`src/pkg/iodc_params.svh`:
```
`ifndef IODC_PARAMS_SVH
`define IODC_PARAMS_SVH
// Overview of operation
// - bit 31 of the ratio word set to one powers the divider down, zero powers it up.
// - bit 30 of the ratio word set to one disables the divider, zero enables it.
// - bit 29 of the ratio word holds the divider in reset while it is one.
// - the ratio sits in bits 24:0, resets to 0x64 and is never used below 14.
// - ratio bytes are staged and the whole ratio reaches the divider when the top byte is written.
// - writing bit 15 of the phase word from zero to one applies the offset unless pd, dis or rst is one, then the bit clears.
// - while bit 14 of the phase word is one, the offset is applied on each divider sync that finds no adjust in progress and pd, dis and rst all zero.
// - the offset is a nine-bit signed value in bits 8:0, positive delays, negative advances.
// - the applied offset magnitude never exceeds 255 oscillator periods.
// - the phase value is staged and becomes active when the byte holding bit 8 is written.

`define IODC_RATIO_OFS     32'h0000_0000
`define IODC_PHASE_OFS     32'h0000_0004
`define IODC_PD_BIT        31
`define IODC_DIS_BIT       30
`define IODC_RST_BIT       29
`define IODC_RATIO_MSB     24
`define IODC_RATIO_LANE    3
`define IODC_RATIO_RST     25'h000_0064
`define IODC_RATIO_MIN     25'h000_000E
`define IODC_NOW_BIT       15
`define IODC_POST_BIT      14
`define IODC_PHASE_MSB     8
`define IODC_PHASE_LANE    1
`define IODC_PHASE_RST     9'h000
`define IODC_PHASE_NEG_LIM 9'h100
`define IODC_PHASE_NEG_MAX 9'h101
`endif

```
`src/pkg/iodc_pkg.sv`:
```
package iodc_pkg;
    typedef enum logic [1:0] {
        IODC_IDLE  = 2'b00,
        IODC_ISSUE = 2'b01,
        IODC_WAIT  = 2'b11
    } iodc_adj_state_t;

    typedef struct packed {
        logic        pd;
        logic        dis;
        logic        rst;
        logic [24:0] ratio_stage;
        logic [24:0] ratio_act;
        logic        now;
        logic        after_sync;
        logic [8:0]  phase_stage;
        logic [8:0]  phase_act;
        logic [31:0] rdata;
    } iodc_top_state_t;

    typedef struct packed {
        iodc_adj_state_t st;
        logic [2:0]      sync_sh;
        logic [2:0]      done_sh;
        logic [8:0]      offset;
        logic            start;
        logic            done;
        logic            pend;
        logic            imm;
    } iodc_eng_state_t;
endpackage

```
`src/pkg/iodc_phase_if.sv`:
```
`timescale 1ns/1ps
interface iodc_phase_if;
    logic       start_now;
    logic       after_sync;
    logic       hold;
    logic [8:0] phase;
    logic       sync_pin;
    logic       done_pin;
    logic       adj_start;
    logic [8:0] adj_offset;
    logic       adj_done;

    modport ctrl (
        output start_now,
        output after_sync,
        output hold,
        output phase,
        output sync_pin,
        output done_pin,
        input  adj_start,
        input  adj_offset,
        input  adj_done
    );
    modport engine (
        input  start_now,
        input  after_sync,
        input  hold,
        input  phase,
        input  sync_pin,
        input  done_pin,
        output adj_start,
        output adj_offset,
        output adj_done
    );
endinterface

```
`src/hdl/iodc_phase_engine.sv`:
```
`timescale 1ns/1ps
`include "iodc_params.svh"
module iodc_phase_engine
    import iodc_pkg::*;
(
    input  wire logic   ref_clk,
    input  wire logic   reset_n,
    iodc_phase_if.engine pif
);
    iodc_eng_state_t st;
    iodc_eng_state_t next_st;
    logic            sync_ev;
    logic            done_ev;

    // -256 cannot be applied, saturate to -255
    function automatic logic [8:0] iodc_sat(input logic [8:0] v);
        return (v == `IODC_PHASE_NEG_LIM) ? `IODC_PHASE_NEG_MAX : v;
    endfunction

    // first flop feeds only the second; edge taken between second and third
    assign sync_ev = st.sync_sh[1] & ~st.sync_sh[2];
    assign done_ev = st.done_sh[1] & ~st.done_sh[2];

    always_comb begin
        next_st         = st;
        next_st.sync_sh = {st.sync_sh[1:0], pif.sync_pin};
        next_st.done_sh = {st.done_sh[1:0], pif.done_pin};
        next_st.start   = 1'b0;
        next_st.done    = 1'b0;
        if (pif.start_now) begin
            next_st.pend = 1'b1;
        end
        case (st.st)
            IODC_IDLE: begin
                if (pif.hold) begin
                    // a trigger under hold is dropped so the bit cannot stick
                    next_st.done = st.pend | pif.start_now;
                    next_st.pend = 1'b0;
                end else if (st.pend | pif.start_now) begin
                    next_st.offset = iodc_sat(pif.phase);
                    next_st.start  = 1'b1;
                    next_st.imm    = 1'b1;
                    next_st.pend   = 1'b0;
                    next_st.st     = IODC_ISSUE;
                end else if (pif.after_sync & sync_ev) begin
                    next_st.offset = iodc_sat(pif.phase);
                    next_st.start  = 1'b1;
                    next_st.imm    = 1'b0;
                    next_st.st     = IODC_ISSUE;
                end
            end
            IODC_ISSUE: begin
                next_st.st = IODC_WAIT;
            end
            IODC_WAIT: begin
                if (done_ev | pif.hold) begin
                    next_st.done = st.imm;
                    next_st.imm  = 1'b0;
                    next_st.st   = IODC_IDLE;
                end
            end
            default: begin
                next_st.st = IODC_IDLE;
            end
        endcase
    end

    always_ff @(posedge ref_clk or negedge reset_n) begin
        if (!reset_n) begin
            st <= '0;
        end else begin
            st <= next_st;
        end
    end

    assign pif.adj_start  = st.start;
    assign pif.adj_offset = st.offset;
    assign pif.adj_done   = st.done;
endmodule

```
`src/hdl/iodc_top.sv`:
```
`timescale 1ns/1ps
`include "iodc_params.svh"
module iodc_top
    import iodc_pkg::*;
#(
    parameter int ADDR_W = 12
) (
    input  wire logic              ref_clk,
    input  wire logic              reset_n,
    input  wire logic [ADDR_W-1:0] paddr,
    input  wire logic              psel,
    input  wire logic              penable,
    input  wire logic              pwrite,
    input  wire logic [31:0]       pwdata,
    input  wire logic [3:0]        pstrb,
    output logic      [31:0]       prdata,
    output logic                   pready,
    output logic                   pslverr,
    input  wire logic              div_sync_pin,
    input  wire logic              adj_done_pin,
    output logic                   divider_power_down,
    output logic                   divider_disable,
    output logic                   divider_reset,
    output logic      [24:0]       divider_ratio,
    output logic                   phase_adj_start,
    output logic      [8:0]        phase_adj_offset
);
    iodc_top_state_t st;
    iodc_top_state_t next_st;
    iodc_phase_if    pif ();

    logic        hit_ratio;
    logic        hit_phase;
    logic        wr_ratio;
    logic        wr_phase;
    logic        rd_setup;
    logic        set_now;
    logic [31:0] ratio_word;
    logic [15:0] phase_word;

    // below-minimum ratios would break the divider, so they never reach it
    function automatic logic [24:0] iodc_clamp(input logic [24:0] v);
        return (v < `IODC_RATIO_MIN) ? `IODC_RATIO_MIN : v;
    endfunction

    assign hit_ratio = (paddr == ADDR_W'(`IODC_RATIO_OFS));
    assign hit_phase = (paddr == ADDR_W'(`IODC_PHASE_OFS));
    assign wr_ratio  = psel & penable & pwrite & hit_ratio;
    assign wr_phase  = psel & penable & pwrite & hit_phase;
    assign rd_setup  = psel & ~penable & ~pwrite;

    // read data is prepared in the setup cycle, so no wait state is needed
    assign pready  = 1'b1;
    assign pslverr = psel & penable & ~(hit_ratio | hit_phase);

    always_comb begin
        next_st    = st;
        ratio_word = {st.pd, st.dis, st.rst, 4'h0, st.ratio_stage};
        phase_word = {1'b0, st.after_sync, 5'h00, st.phase_stage};
        set_now    = 1'b0;
        for (int i = 0; i < 4; i++) begin
            if (wr_ratio && pstrb[i]) begin
                ratio_word[i*8 +: 8] = pwdata[i*8 +: 8];
            end
        end
        for (int i = 0; i < 2; i++) begin
            if (wr_phase && pstrb[i]) begin
                phase_word[i*8 +: 8] = pwdata[i*8 +: 8];
            end
        end
        if (wr_ratio) begin
            next_st.pd          = ratio_word[`IODC_PD_BIT];
            next_st.dis         = ratio_word[`IODC_DIS_BIT];
            next_st.rst         = ratio_word[`IODC_RST_BIT];
            next_st.ratio_stage = ratio_word[`IODC_RATIO_MSB:0];
            if (pstrb[`IODC_RATIO_LANE]) begin
                next_st.ratio_act = iodc_clamp(ratio_word[`IODC_RATIO_MSB:0]);
            end
        end
        if (wr_phase) begin
            next_st.after_sync  = phase_word[`IODC_POST_BIT];
            next_st.phase_stage = phase_word[`IODC_PHASE_MSB:0];
            set_now             = phase_word[`IODC_NOW_BIT];
            if (pstrb[`IODC_PHASE_LANE]) begin
                next_st.phase_act = phase_word[`IODC_PHASE_MSB:0];
            end
        end
        // a fresh set in the completion cycle wins over the self-clear
        next_st.now = (st.now & ~pif.adj_done) | set_now;
        if (rd_setup) begin
            if (hit_ratio) begin
                next_st.rdata = {st.pd, st.dis, st.rst, 4'h0, st.ratio_stage};
            end else if (hit_phase) begin
                next_st.rdata = {16'h0000, st.now, st.after_sync, 5'h00,
                                 st.phase_stage};
            end else begin
                next_st.rdata = 32'h0000_0000;
            end
        end
    end

    always_ff @(posedge ref_clk or negedge reset_n) begin
        if (!reset_n) begin
            st           <= '0;
            st.ratio_stage <= `IODC_RATIO_RST;
            st.ratio_act   <= `IODC_RATIO_RST;
            st.phase_stage <= `IODC_PHASE_RST;
            st.phase_act   <= `IODC_PHASE_RST;
        end else begin
            st <= next_st;
        end
    end

    // only a zero-to-one write starts an adjust; rewriting a set bit is a no-op
    assign pif.start_now  = set_now & ~st.now;
    assign pif.after_sync = st.after_sync;
    // pd, dis and rst also stop adjusts in flight, covering a careless sequence
    assign pif.hold       = st.pd | st.dis | st.rst;
    // a trigger written with a new phase must carry that phase, not the old one
    assign pif.phase      = next_st.phase_act;
    assign pif.sync_pin   = div_sync_pin;
    assign pif.done_pin   = adj_done_pin;

    iodc_phase_engine u_engine (
        .ref_clk (ref_clk),
        .reset_n (reset_n),
        .pif     (pif)
    );

    assign prdata             = st.rdata;
    assign divider_power_down = st.pd;
    assign divider_disable    = st.dis;
    assign divider_reset      = st.rst;
    assign divider_ratio      = st.ratio_act;
    assign phase_adj_start    = pif.adj_start;
    assign phase_adj_offset   = pif.adj_offset;
endmodule

```
`config.mk`:
```
export PLATFORM = sky130hd
export DESIGN_NAME = iodc_top
export DESIGN_NICKNAME = d
export VERILOG_FILES = /design/src/pkg/iodc_pkg.sv /design/src/pkg/iodc_phase_if.sv /design/src/hdl/iodc_phase_engine.sv /design/src/hdl/iodc_top.sv
export VERILOG_INCLUDE_DIRS = /design/src /design/src/pkg
export SDC_FILE = /design/constraint.sdc
export NUM_CORES = 1
export LEC_CHECK = 0
export BUFFER_PORTS_ARGS = -buffer_cell sky130_fd_sc_hd__buf_2
export CAP_MARGIN = 10
export CELL_PAD_IN_SITES_DETAIL_PLACEMENT = 1
export CELL_PAD_IN_SITES_GLOBAL_PLACEMENT = 1
export CORE_MARGIN = 4
export CORE_UTILIZATION = 46
export CTS_CLUSTER_DIAMETER = 50
export DETAILED_ROUTE_END_ITERATION = 16
export PLACE_DENSITY_LB_ADDON = 0.1
export SYNTH_ARGS = -nofsm -noshare
export SYNTH_HDL_FRONTEND = slang
export SYNTH_SLANG_ARGS = --single-unit
export TNS_END_PERCENT = 100
```
`constraint.sdc`:
```
create_clock -name ref_clk -period 3.2 [get_ports ref_clk]
set_clock_uncertainty 0.15 [all_clocks]
set_input_delay 0.32 -clock ref_clk [delete_from_list [all_inputs] [get_ports ref_clk]]
set_output_delay 0.32 -clock ref_clk [all_outputs]
set_load 0.01 [all_outputs]
```
==> results of run 1 <==
[Yosys cell counts (all sizes together)]
cell type  count  area share
nand3b         1      0.0013
nand4          5      0.0083
or4            2      0.0027
nor3           7      0.0063
conb           2      0.0013
clkbuf        10      0.0069
ha             3      0.0067
inv            9      0.0060
dfrtp        116        0.52
a2111o         1      0.0020
and4b          1      0.0018
nor3b          1      0.0013
o2111ai        1      0.0016
dfstp          6       0.028
nand4b         1      0.0016
o22a           1      0.0016
a21oi          1     0.00089
o32a           1      0.0018
a31oi          1      0.0011
a41oi          2      0.0031
and4           2      0.0031
or3            1      0.0011
buf           74       0.096
nand2b         3      0.0034
o211ai         1      0.0013
o21ai         29       0.026
nand2         41       0.028
nor4           9       0.018
or3b           1      0.0016
nor2           7      0.0047
nor4b          2      0.0042
mux2i         25       0.045
a311o          1      0.0018
o31a           1      0.0016
and3           2      0.0022
nand3          6      0.0054
and2           2      0.0022
mux2          61        0.12
a21o           1      0.0013
a22o          18       0.028
[worst register-to-register path, cell delays in order, from the launching register on]
cell and delay [ps]:
dfrtp_1 380, inv_1 90, ha_1 310, nand2_1 120, a21o_1 240, inv_2 170, mux2_2 350
[per-stage QoR]
stage                util  cell area (µm²)  worst slack [ps]  cells  power (µW)
finish              0.547             6550               957    687        3730
global route        0.547             6550               835    687        3880
CTS                 0.547             6550               964    687        3780
detailed placement  0.492             5880               533    650        1840
global placement    0.492             5880               603    650        1830
floorplan               -             5610               991    462        1720
[worst max path at each step]
stage / startpoint / endpoint / slack, ps / cells past startpoint
2_1_floorplan: paddr[2] / divider_ratio[3]$_DFFE_PN0N_ / 990 / 7
3_3_place_gp: paddr[9] / u_engine.pif.adj_offset[1]$_DFFE_PN0P_ / 600 / 7
3_5_place_dp: paddr[9] / u_engine.pif.adj_offset[7]$_DFFE_PN0P_ / 530 / 7
4_1_cts: paddr[9] / u_engine.pif.adj_offset[7]$_DFFE_PN0P_ / 960 / 7
5_1_grt: paddr[9] / u_engine.pif.adj_offset[3]$_DFFE_PN0P_ / 830 / 7
6_report: paddr[9] / u_engine.pif.adj_offset[7]$_DFFE_PN0P_ / 960 / 7
[power by group]
part	switching (µW)	total [µW]	internal, µW
sequential	15.8	1580	1570
clock	653	1920	1260
combinational	145	234	89.3
[routing by layer]
| metal | GRT usage | vias to the layer above | part of all wire |
|---|---|---|---|
| met5 | 0 | - | 0 |
| met4 | 0.0835 | 0 | 0.025 |
| met3 | 0.0574 | 21 | 0.047 |
| met2 | 0.349 | 86 | 0.52 |
| met1 | 0.230 | 1875 | 0.41 |
| li1 | - | 1686 | - |
[repair_timing]
action                                 in CTS  in global routing
buffers inserted                            0                  0
endpoints found under the hold margin      46                  0
hold buffers                                6                  0
resized for setup                           0                  0
[state kept, by name, indices dropped and copies added, names as in the netlist]
name and flops:
st 44, prdata 28, divider_ratio 25, u_engine.pif.adj_offset 9, u_engine.st 6, u_engine.next_st 4, divider_disable 1, divider_power_down 1
divider_reset 1, pif.after_sync 1, u_engine.pif.adj_done 1, u_engine.pif.adj_start 1
[cell families (layout without fill, tap and decap cells)]
kind of cell / count (synthesis) / count (layout) / share of synthesized area
flip-flops: 122 / 122 / 0.546
AND/OR/NAND/NOR: 94 / 94 / 0.0971
AO/OA/AOI/OAI: 59 / 59 / 0.0721
adder cells (fa/ha/maj): 3 / 3 / 0.00670
buffers and inverters: 93 / 171 / 0.109
multiplexers: 86 / 86 / 0.168
other: 2 / 5 / 0.00134
[final cells by class]
class / count / area share
Clock inverter: 6 / 0.0130
Tap cell: 147 / 0.0281
Clock buffer: 25 / 0.0788
Inverter: 9 / 0.00516
Timing Repair Buffer: 131 / 0.110
Sequential cell: 122 / 0.468
Multi-Input combinational cell: 247 / 0.297
==> results.cfg, run 1 <==
[sta]
fin_crit_sh = 0.701
finalHoldWorstSlack_ps = 24.1
slew_headroom = 0.629
setup-violations-final = 0
grt_setup_unrepaired = no
tightestPinTransition_ps = 557
period_minus_slack_ps = 2240
clock.fmax_mhz = 446
hold_violations = 0
slew_violations = 0
finalSetupTns_ps = 0

[synthesis]
ys_seq_area_frac = 0.546
avgSynthCellArea_um2 = 12.2
synthCells = 459
ys_ff_latch = 122
yosysWarnings = 0
synth.distinct_cells = 51
synth_area_um2 = 5600

[floorplanning]
die_x_um = 118
fp.dieH_um = 118
design.die.area_um2 = 14000
initial_utilization = 0.468
coreArea_um2 = 12000
pin_count = 127
std_cell_rows = 40

[detailed_routing]
drt_iter0_drc = 152
avgViaCountPerCell = 5.34
finalWirelength_um = 13400
drcViolationCount = 0
postRouteAntennaNets = 0
vias = 3668
first_pass_iters = 4
avgRoutedWirePerCell_um = 19.4

[global_routing]
antenna_found_initial = 0
grt_pass1_vias = 4065
grt_usage = 0.200
grt_max_degree = 82
grt_first_pass_wirelength_um = 21800
gr-total-overflow = 0

[worst_setup_path]
crit_path_max_fanout = 8
r2r_slack_ps = 1260
slowest_stage = nor4_4
crit_path_end_kind = flip-flop
critPathTopFamily = simple AND/OR/NAND/NOR gates
rr_endpoint = u_engine.pif.adj_offset[7]$_DFFE_PN0P_
cp.arrival_ps = 2380
start_kind = primary input
cp_cell_sequence = buf_2 -> nor4_4 -> and3_1 -> a41oi_1 -> a21o_1 -> inv_2 -> mux2_2
rr_startpoint = u_engine.st[20]$_DFFE_PN0P_
reg2reg_depth = 6
worstSetupPathType = in2reg
path_buf_inv = 2
critical_path.max_stage_delay_ps = 440
required_ps = 3340

[power_and_ir_drop]
cellLeakagePower_uw = 0.00353
irDropWorstVdd_mv = 0.298
power_density_nw_per_um2 = 571

[clock_network]
clkSlewWorstSetupHoldPaths_ps = 50
clockBufferDepth = 2
clk_latency_ps = 400
clock_sinks = 122
cts_tree = built
numCtsBuffers = 17
cts-root-buf = clkbuf_16
htree_levels = 4

[finish]
seqCellArea_um2 = 3060
final_cell_mix = 116 x dfrtp_1, 116 x buf_2, 45 x mux2_2
finalNetCount = 586
diodes = 0
fillers = 1246
area_delta_synth_final_pct = 16.8
multi_input_area_um2 = 1950
drive_gt1_frac = 0.396

[worst_hold_path]
whs_path_depth = 2
hold_class = in2reg
hold_end = st[100]$_DFFE_PN0N_
hold_start = pwdata[23]

[place]
numPortBuffers = 117
dp_hpwl_um = 9590
gp_congestion = 0.765

[job]
cap_violations = 0

[run_status]
outcome = complete, no violations
Note: power is estimated with default switching activity, not from simulation.
==> run 2: changes to the inputs <==
--- a/config.mk
+++ b/config.mk
@@ -11,7 +11,7 @@
 export CELL_PAD_IN_SITES_DETAIL_PLACEMENT = 1
 export CELL_PAD_IN_SITES_GLOBAL_PLACEMENT = 1
 export CORE_MARGIN = 4
-export CORE_UTILIZATION = 46
+export CORE_UTILIZATION = 43
 export CTS_CLUSTER_DIAMETER = 50
 export DETAILED_ROUTE_END_ITERATION = 16
 export PLACE_DENSITY_LB_ADDON = 0.1
==> constraint.sdc (replaced) <==
create_clock -name ref_clk -period 2.28 [get_ports ref_clk]
set_clock_uncertainty 0.15 [all_clocks]
set_input_delay 0.228 -clock ref_clk [delete_from_list [all_inputs] [get_ports ref_clk]]
set_output_delay 0.228 -clock ref_clk [all_outputs]
set_load 0.01 [all_outputs]
==> run 2 against run 1 <==
Routed wire length grew 4.1%; global-route usage shrank 0.064 points; design area grew 7.1%; highest routed layer is now met5; largest power group unchanged.
==> results.cfg, run 2 (synthesis results as in run 1) <==
[run_status]
outcome = complete, no violations

[detailed_routing]
postRouteAntennaNets = 0
drt_iter0_drc = 151
finalWirelength_um = 13900
first_pass_iters = 4
avgRoutedWirePerCell_um = 18.3
avgViaCountPerCell = 5.05
vias = 3830
drcViolationCount = 0

[clock_network]
clk_latency_ps = 410
clockBufferDepth = 2
numCtsBuffers = 17
htree_levels = 4
cts_hold_buf = 32
cts.repair.resized = 0
clock_sinks = 122
clkSlewWorstSetupHoldPaths_ps = 50
cts-root-buf = clkbuf_16
cts_tree = built
cts_setup_buffers = 0

[global_routing]
antenna_found_initial = 1
gr-total-overflow = 0
grt_usage = 0.199
grt_pass1_vias = 4289
grt_first_pass_wirelength_um = 22500
grt_max_degree = 47

[sta]
tightestPinTransition_ps = 524
fin_ws_ps = 196
hold_violations = 0
clock.fmax_mhz = 480
finalHoldWorstSlack_ps = 23.7
slew_violations = 0
slew_headroom = 0.650
period_minus_slack_ps = 2080
finalSetupTns_ps = 0
setup-violations-final = 0
fin_crit_sh = 0.914
grt_setup_unrepaired = no

[power_and_ir_drop]
power_density_nw_per_um2 = 735
cellLeakagePower_uw = 0.00374
irDropWorstVdd_mv = 0.437
report.power.total_uw = 5150

[floorplanning]
pin_count = 127
std_cell_rows = 41
coreArea_um2 = 12700
initial_utilization = 0.442
fp.dieH_um = 122
design.die.area_um2 = 14900
die_x_um = 122

[worst_setup_path]
cp.arrival_ps = 2280
crit_path_end_kind = flip-flop
start_kind = primary input
worstSetupPathType = in2reg
crit_path_max_fanout = 4
r2r_slack_ps = 300
required_ps = 2480

[finish]
final_cell_mix = 116 x dfrtp_1, 116 x buf_2, 45 x mux2_2
top_register = st
area_delta_synth_final_pct = 25.1
finalNetCount = 632
diodes = 0
largest_reg_flops = 44
drive_gt1_frac = 0.398
fin_cells = 758

[place]
dpl.cell_count = 695
dp_hpwl_um = 10100
numPortBuffers = 117
post-place-ws_ps = -82.6
gp_congestion = 0.767

[job]
cap_violations = 0

[worst_hold_path]
hold_class = in2reg
run 2: worst max-delay path, cell delays in order:
cell	delay, ps
dlygate4sd3_1	520
buf_2	120
or4_1	560
nor3_1	180
o211ai_1	150
nor4_4	370
nand2b_1	160
run 2: path summary, 6_finish.rpt:
| kind | startpoint | cells after the start | to |
|---|---|---|---|
| setup / recovery | pwdata[18] | 7 | divider_ratio[1]$_DFFE_PN0N_ |
| hold / removal | pstrb[2] | 3 | st[98]$_DFFE_PN0N_ |
| setup reg to reg | u_engine.st[20]$_DFFE_PN0P_ | 6 | u_engine.pif.adj_offset[6]$_DFFE_PN0P_ |
| hold reg to reg | u_engine.next_st[17]$_DFF_PN0_ | 0 | u_engine.next_st[18]$_DFF_PN0_ |
| max in group asynchronous | reset_n | 3 | divider_ratio[2]$_DFFE_PN1N_ |
| min in group asynchronous | reset_n | 2 | prdata[6]$_DFFE_PN0P_ |
run 2: per-layer routing:
layer  global-route usage  up-vias  wire (µm)
met5                    0        -         12
met4               0.0749        2        231
met3               0.0622       21        789
met2                0.329      107       6910
met1                0.246     1910       5960
li1                     -     1790          -
run 2: where the power goes:
group | internal [µW] | switching, µW
registers | 2200 | 23.2
logic | 159 | 216
clock network | 1640 | 908
total | 4000 | 1150
run 2: cell type report:
cell class / instances / area (µm²)
Tap cell: 172 / 215
Multi-Input combinational cell: 247 / 1950
Inverter: 9 / 33.8
Clock inverter: 9 / 97.6
Timing Repair Buffer: 177 / 1190
Sequential cell: 122 / 3060
Clock buffer: 22 / 464
Fill cell: 1343 / 5660
run 2: metrics by stage:
step | util | instance area (µm²)
2_1_floorplan | - | 5610
3_3_place_gp | 0.484 | 6130
3_5_place_dp | 0.484 | 6130
4_1_cts | 0.553 | 7010
5_1_grt | 0.553 | 7010
6_report | 0.553 | 7010
==> run 3: changes to the inputs <==
--- a/config.mk
+++ b/config.mk
@@ -6,12 +6,13 @@
 export SDC_FILE = /design/constraint.sdc
 export NUM_CORES = 1
 export LEC_CHECK = 0
+export ABC_AREA = 1
 export BUFFER_PORTS_ARGS = -buffer_cell sky130_fd_sc_hd__buf_2
 export CAP_MARGIN = 10
 export CELL_PAD_IN_SITES_DETAIL_PLACEMENT = 1
 export CELL_PAD_IN_SITES_GLOBAL_PLACEMENT = 1
 export CORE_MARGIN = 4
-export CORE_UTILIZATION = 43
+export CORE_UTILIZATION = 41
 export CTS_CLUSTER_DIAMETER = 50
 export DETAILED_ROUTE_END_ITERATION = 16
 export PLACE_DENSITY_LB_ADDON = 0.1
==> run 3 against run 2 <==
Critical endpoint is now pslverr; synthesized cell count increased by 38%; critical path type is now in2out; design area increased by 3.0%; clock-buffer cell count increased by 2.
==> results.cfg, run 3 <==
[synthesis]
async_reset_ff_frac = 1.00
ys_ff_latch = 122
avgSynthCellArea_um2 = 9.03
ys.flop_type = dfrtp_1
yosys-top-cells-area = dfrtp_1 51%, nand2_1 11%, buf_4 8.9%, inv_1 5.2%, o21ai_0 3.8%
synth.top_cell.area_share = 0.507
synthCells = 634
ys_seq_area_frac = 0.535
yosysMostFrequentCell = nand2_1
synth_edf_count = 0
synth_area_um2 = 5720
yosysWarnings = 0
yosysTopAreaCell = dfrtp_1
synth.distinct_cells = 39
synthTopCellsByCount = 175 x nand2_1, 116 x dfrtp_1, 79 x inv_1

[global_routing]
gr-total-overflow = 0
antenna_found_initial = 0
grt_max_degree = 50
grt_first_pass_wirelength_um = 25200
grt_usage = 0.200
grt_pass1_vias = 4955

[worst_setup_path]
crit_path_end_kind = output pin
worstSetupPathType = in2out
required_ps = 1900
start_kind = primary input
cp.arrival_ps = 1530
crit_path_max_fanout = 6

[job]
cap_violations = 0

[finish]
largest_reg_flops = 44
final_cell_mix = 175 x nand2_1, 116 x dfrtp_1, 116 x buf_2
layout_commonest_cell = nand2_1
fin_util = 0.537
top_register = st
area_delta_synth_final_pct = 26.2
finalNetCount = 816
fin_cells = 947
diodes = 0
drive_gt1_frac = 0.310

[sta]
tightestPinTransition_ps = 580
clock.fmax_mhz = 524
slew_headroom = 0.613
fin_crit_sh = 0.837
slew_violations = 0
hold_violations = 0
grt_setup_unrepaired = no
setup-violations-final = 0
period_minus_slack_ps = 1910

[clock_network]
clock_sinks = 122
clk_latency_ps = 420
numCtsBuffers = 17
clockBufferDepth = 2
cts_tree = built
htree_levels = 4
cts-root-buf = clkbuf_16
cts_hold_buf = 21
cts_setup_buffers = 0
cts.repair.resized = 0
clkSlewWorstSetupHoldPaths_ps = 50

[floorplanning]
die_x_um = 126
fp.dieH_um = 126
coreArea_um2 = 13500
std_cell_rows = 42
pin_count = 127
initial_utilization = 0.425
design.die.area_um2 = 15900

[power_and_ir_drop]
report.power.total_uw = 5250
irDropWorstVdd_mv = 0.516
power_density_nw_per_um2 = 726
cellLeakagePower_uw = 0.00400

[detailed_routing]
avgViaCountPerCell = 4.73
drt_iter0_drc = 195
postRouteAntennaNets = 0
finalWirelength_um = 15300
avgRoutedWirePerCell_um = 16.1
drcViolationCount = 0
first_pass_iters = 4
vias = 4484

[place]
dp_hpwl_um = 11200
gp_congestion = 0.814
numPortBuffers = 117
dpl.cell_count = 894

[worst_hold_path]
hold_class = in2reg

[run_status]
outcome = complete, no violations
==> run 3: changes by cell type after synthesis, moves of 5 or more <==
cell and delta:
o21ai_0 +20, mux2i_1 -25, nor2_1 +12, nand2_1 +135
mux2_1 -15, nor3_1 -6, inv_1 +71, mux2_2 -34
o21ai_1 +5, o31ai_1 +15, a22o_1 -18, nor4_1 -6
nand3_1 +12
==> run 3: routing by layer <==
layer  GRT usage  wire, µm
met4      0.0618       190
met3      0.0461       669
met5           0         0
met2       0.348      7670
met1       0.248      6730
==> run 3: critical path: stages <==
cell,delay [ps]
buf_2,100
inv_1,40
nand2_1,90
nor2_1,150
buf_4,150
nor3b_2,250
inv_1,190
nand2_1,130
nor2_1,50
buf_2,140
==> run 3: layout make-up <==
class                   count  area (µm²)
flip-flops and latches    122        3060
fillers                  1582        6230
clock inverters             8         140
multi-input cells         347        1770
inverters                  80         300
repair buffers            190        1240
well taps                 176         220
clock buffers              24         492
==> run 3: metrics by stage <==
step           setup TNS (ps)  setup slack (ps)  hold slack, ps  cell area [µm²]
6_report                    0               372            19.6             7220
5_1_grt                     0               163            23.6             7220
4_1_cts                     0               326            2.57             7220
3_5_place_dp            -79.2             -42.7             110             6380
3_3_place_gp                0              56.7             102             6380
2_1_floorplan               0               391            -218             5730
==> run 3: logic make-up after synthesis <==
family                     Yosys count  share of synthesized area
buffers and inverters              168                      0.158
DFF                                122                      0.535
and+or+nand+nor                    241                      0.189
muxes                               11                     0.0216
other                                2                    0.00131
adders and majority gates            3                    0.00656
AOI/OAI and AO/OA                   87                     0.0892
==> run 3: final timing paths <==
path,from,to,slack (ps),depth (start not counted)
setup / recovery,paddr[0],pslverr,370,10
hold / removal,pwdata[17],st[94]$_DFFE_PN0N_,20,5
hold reg to reg,u_engine.next_st[17]$_DFF_PN0_,u_engine.next_st[18]$_DFF_PN0_,200,0
setup reg to reg,divider_power_down$_DFFE_PN0P_,u_engine.pif.adj_offset[8]$_DFFE_PN0P_,460,7
max in group asynchronous,reset_n,st[87]$_DFFE_PN0N_,1000,3
min in group asynchronous,reset_n,prdata[16]$_DFFE_PN0P_,200,2
==> run 3: where the power goes <==
| part | switching [µW] | internal (µW) |
|---|---|---|
| combinational | 115 | 77.4 |
| sequential | 2.34 | 2170 |
| clock | 940 | 1940 |
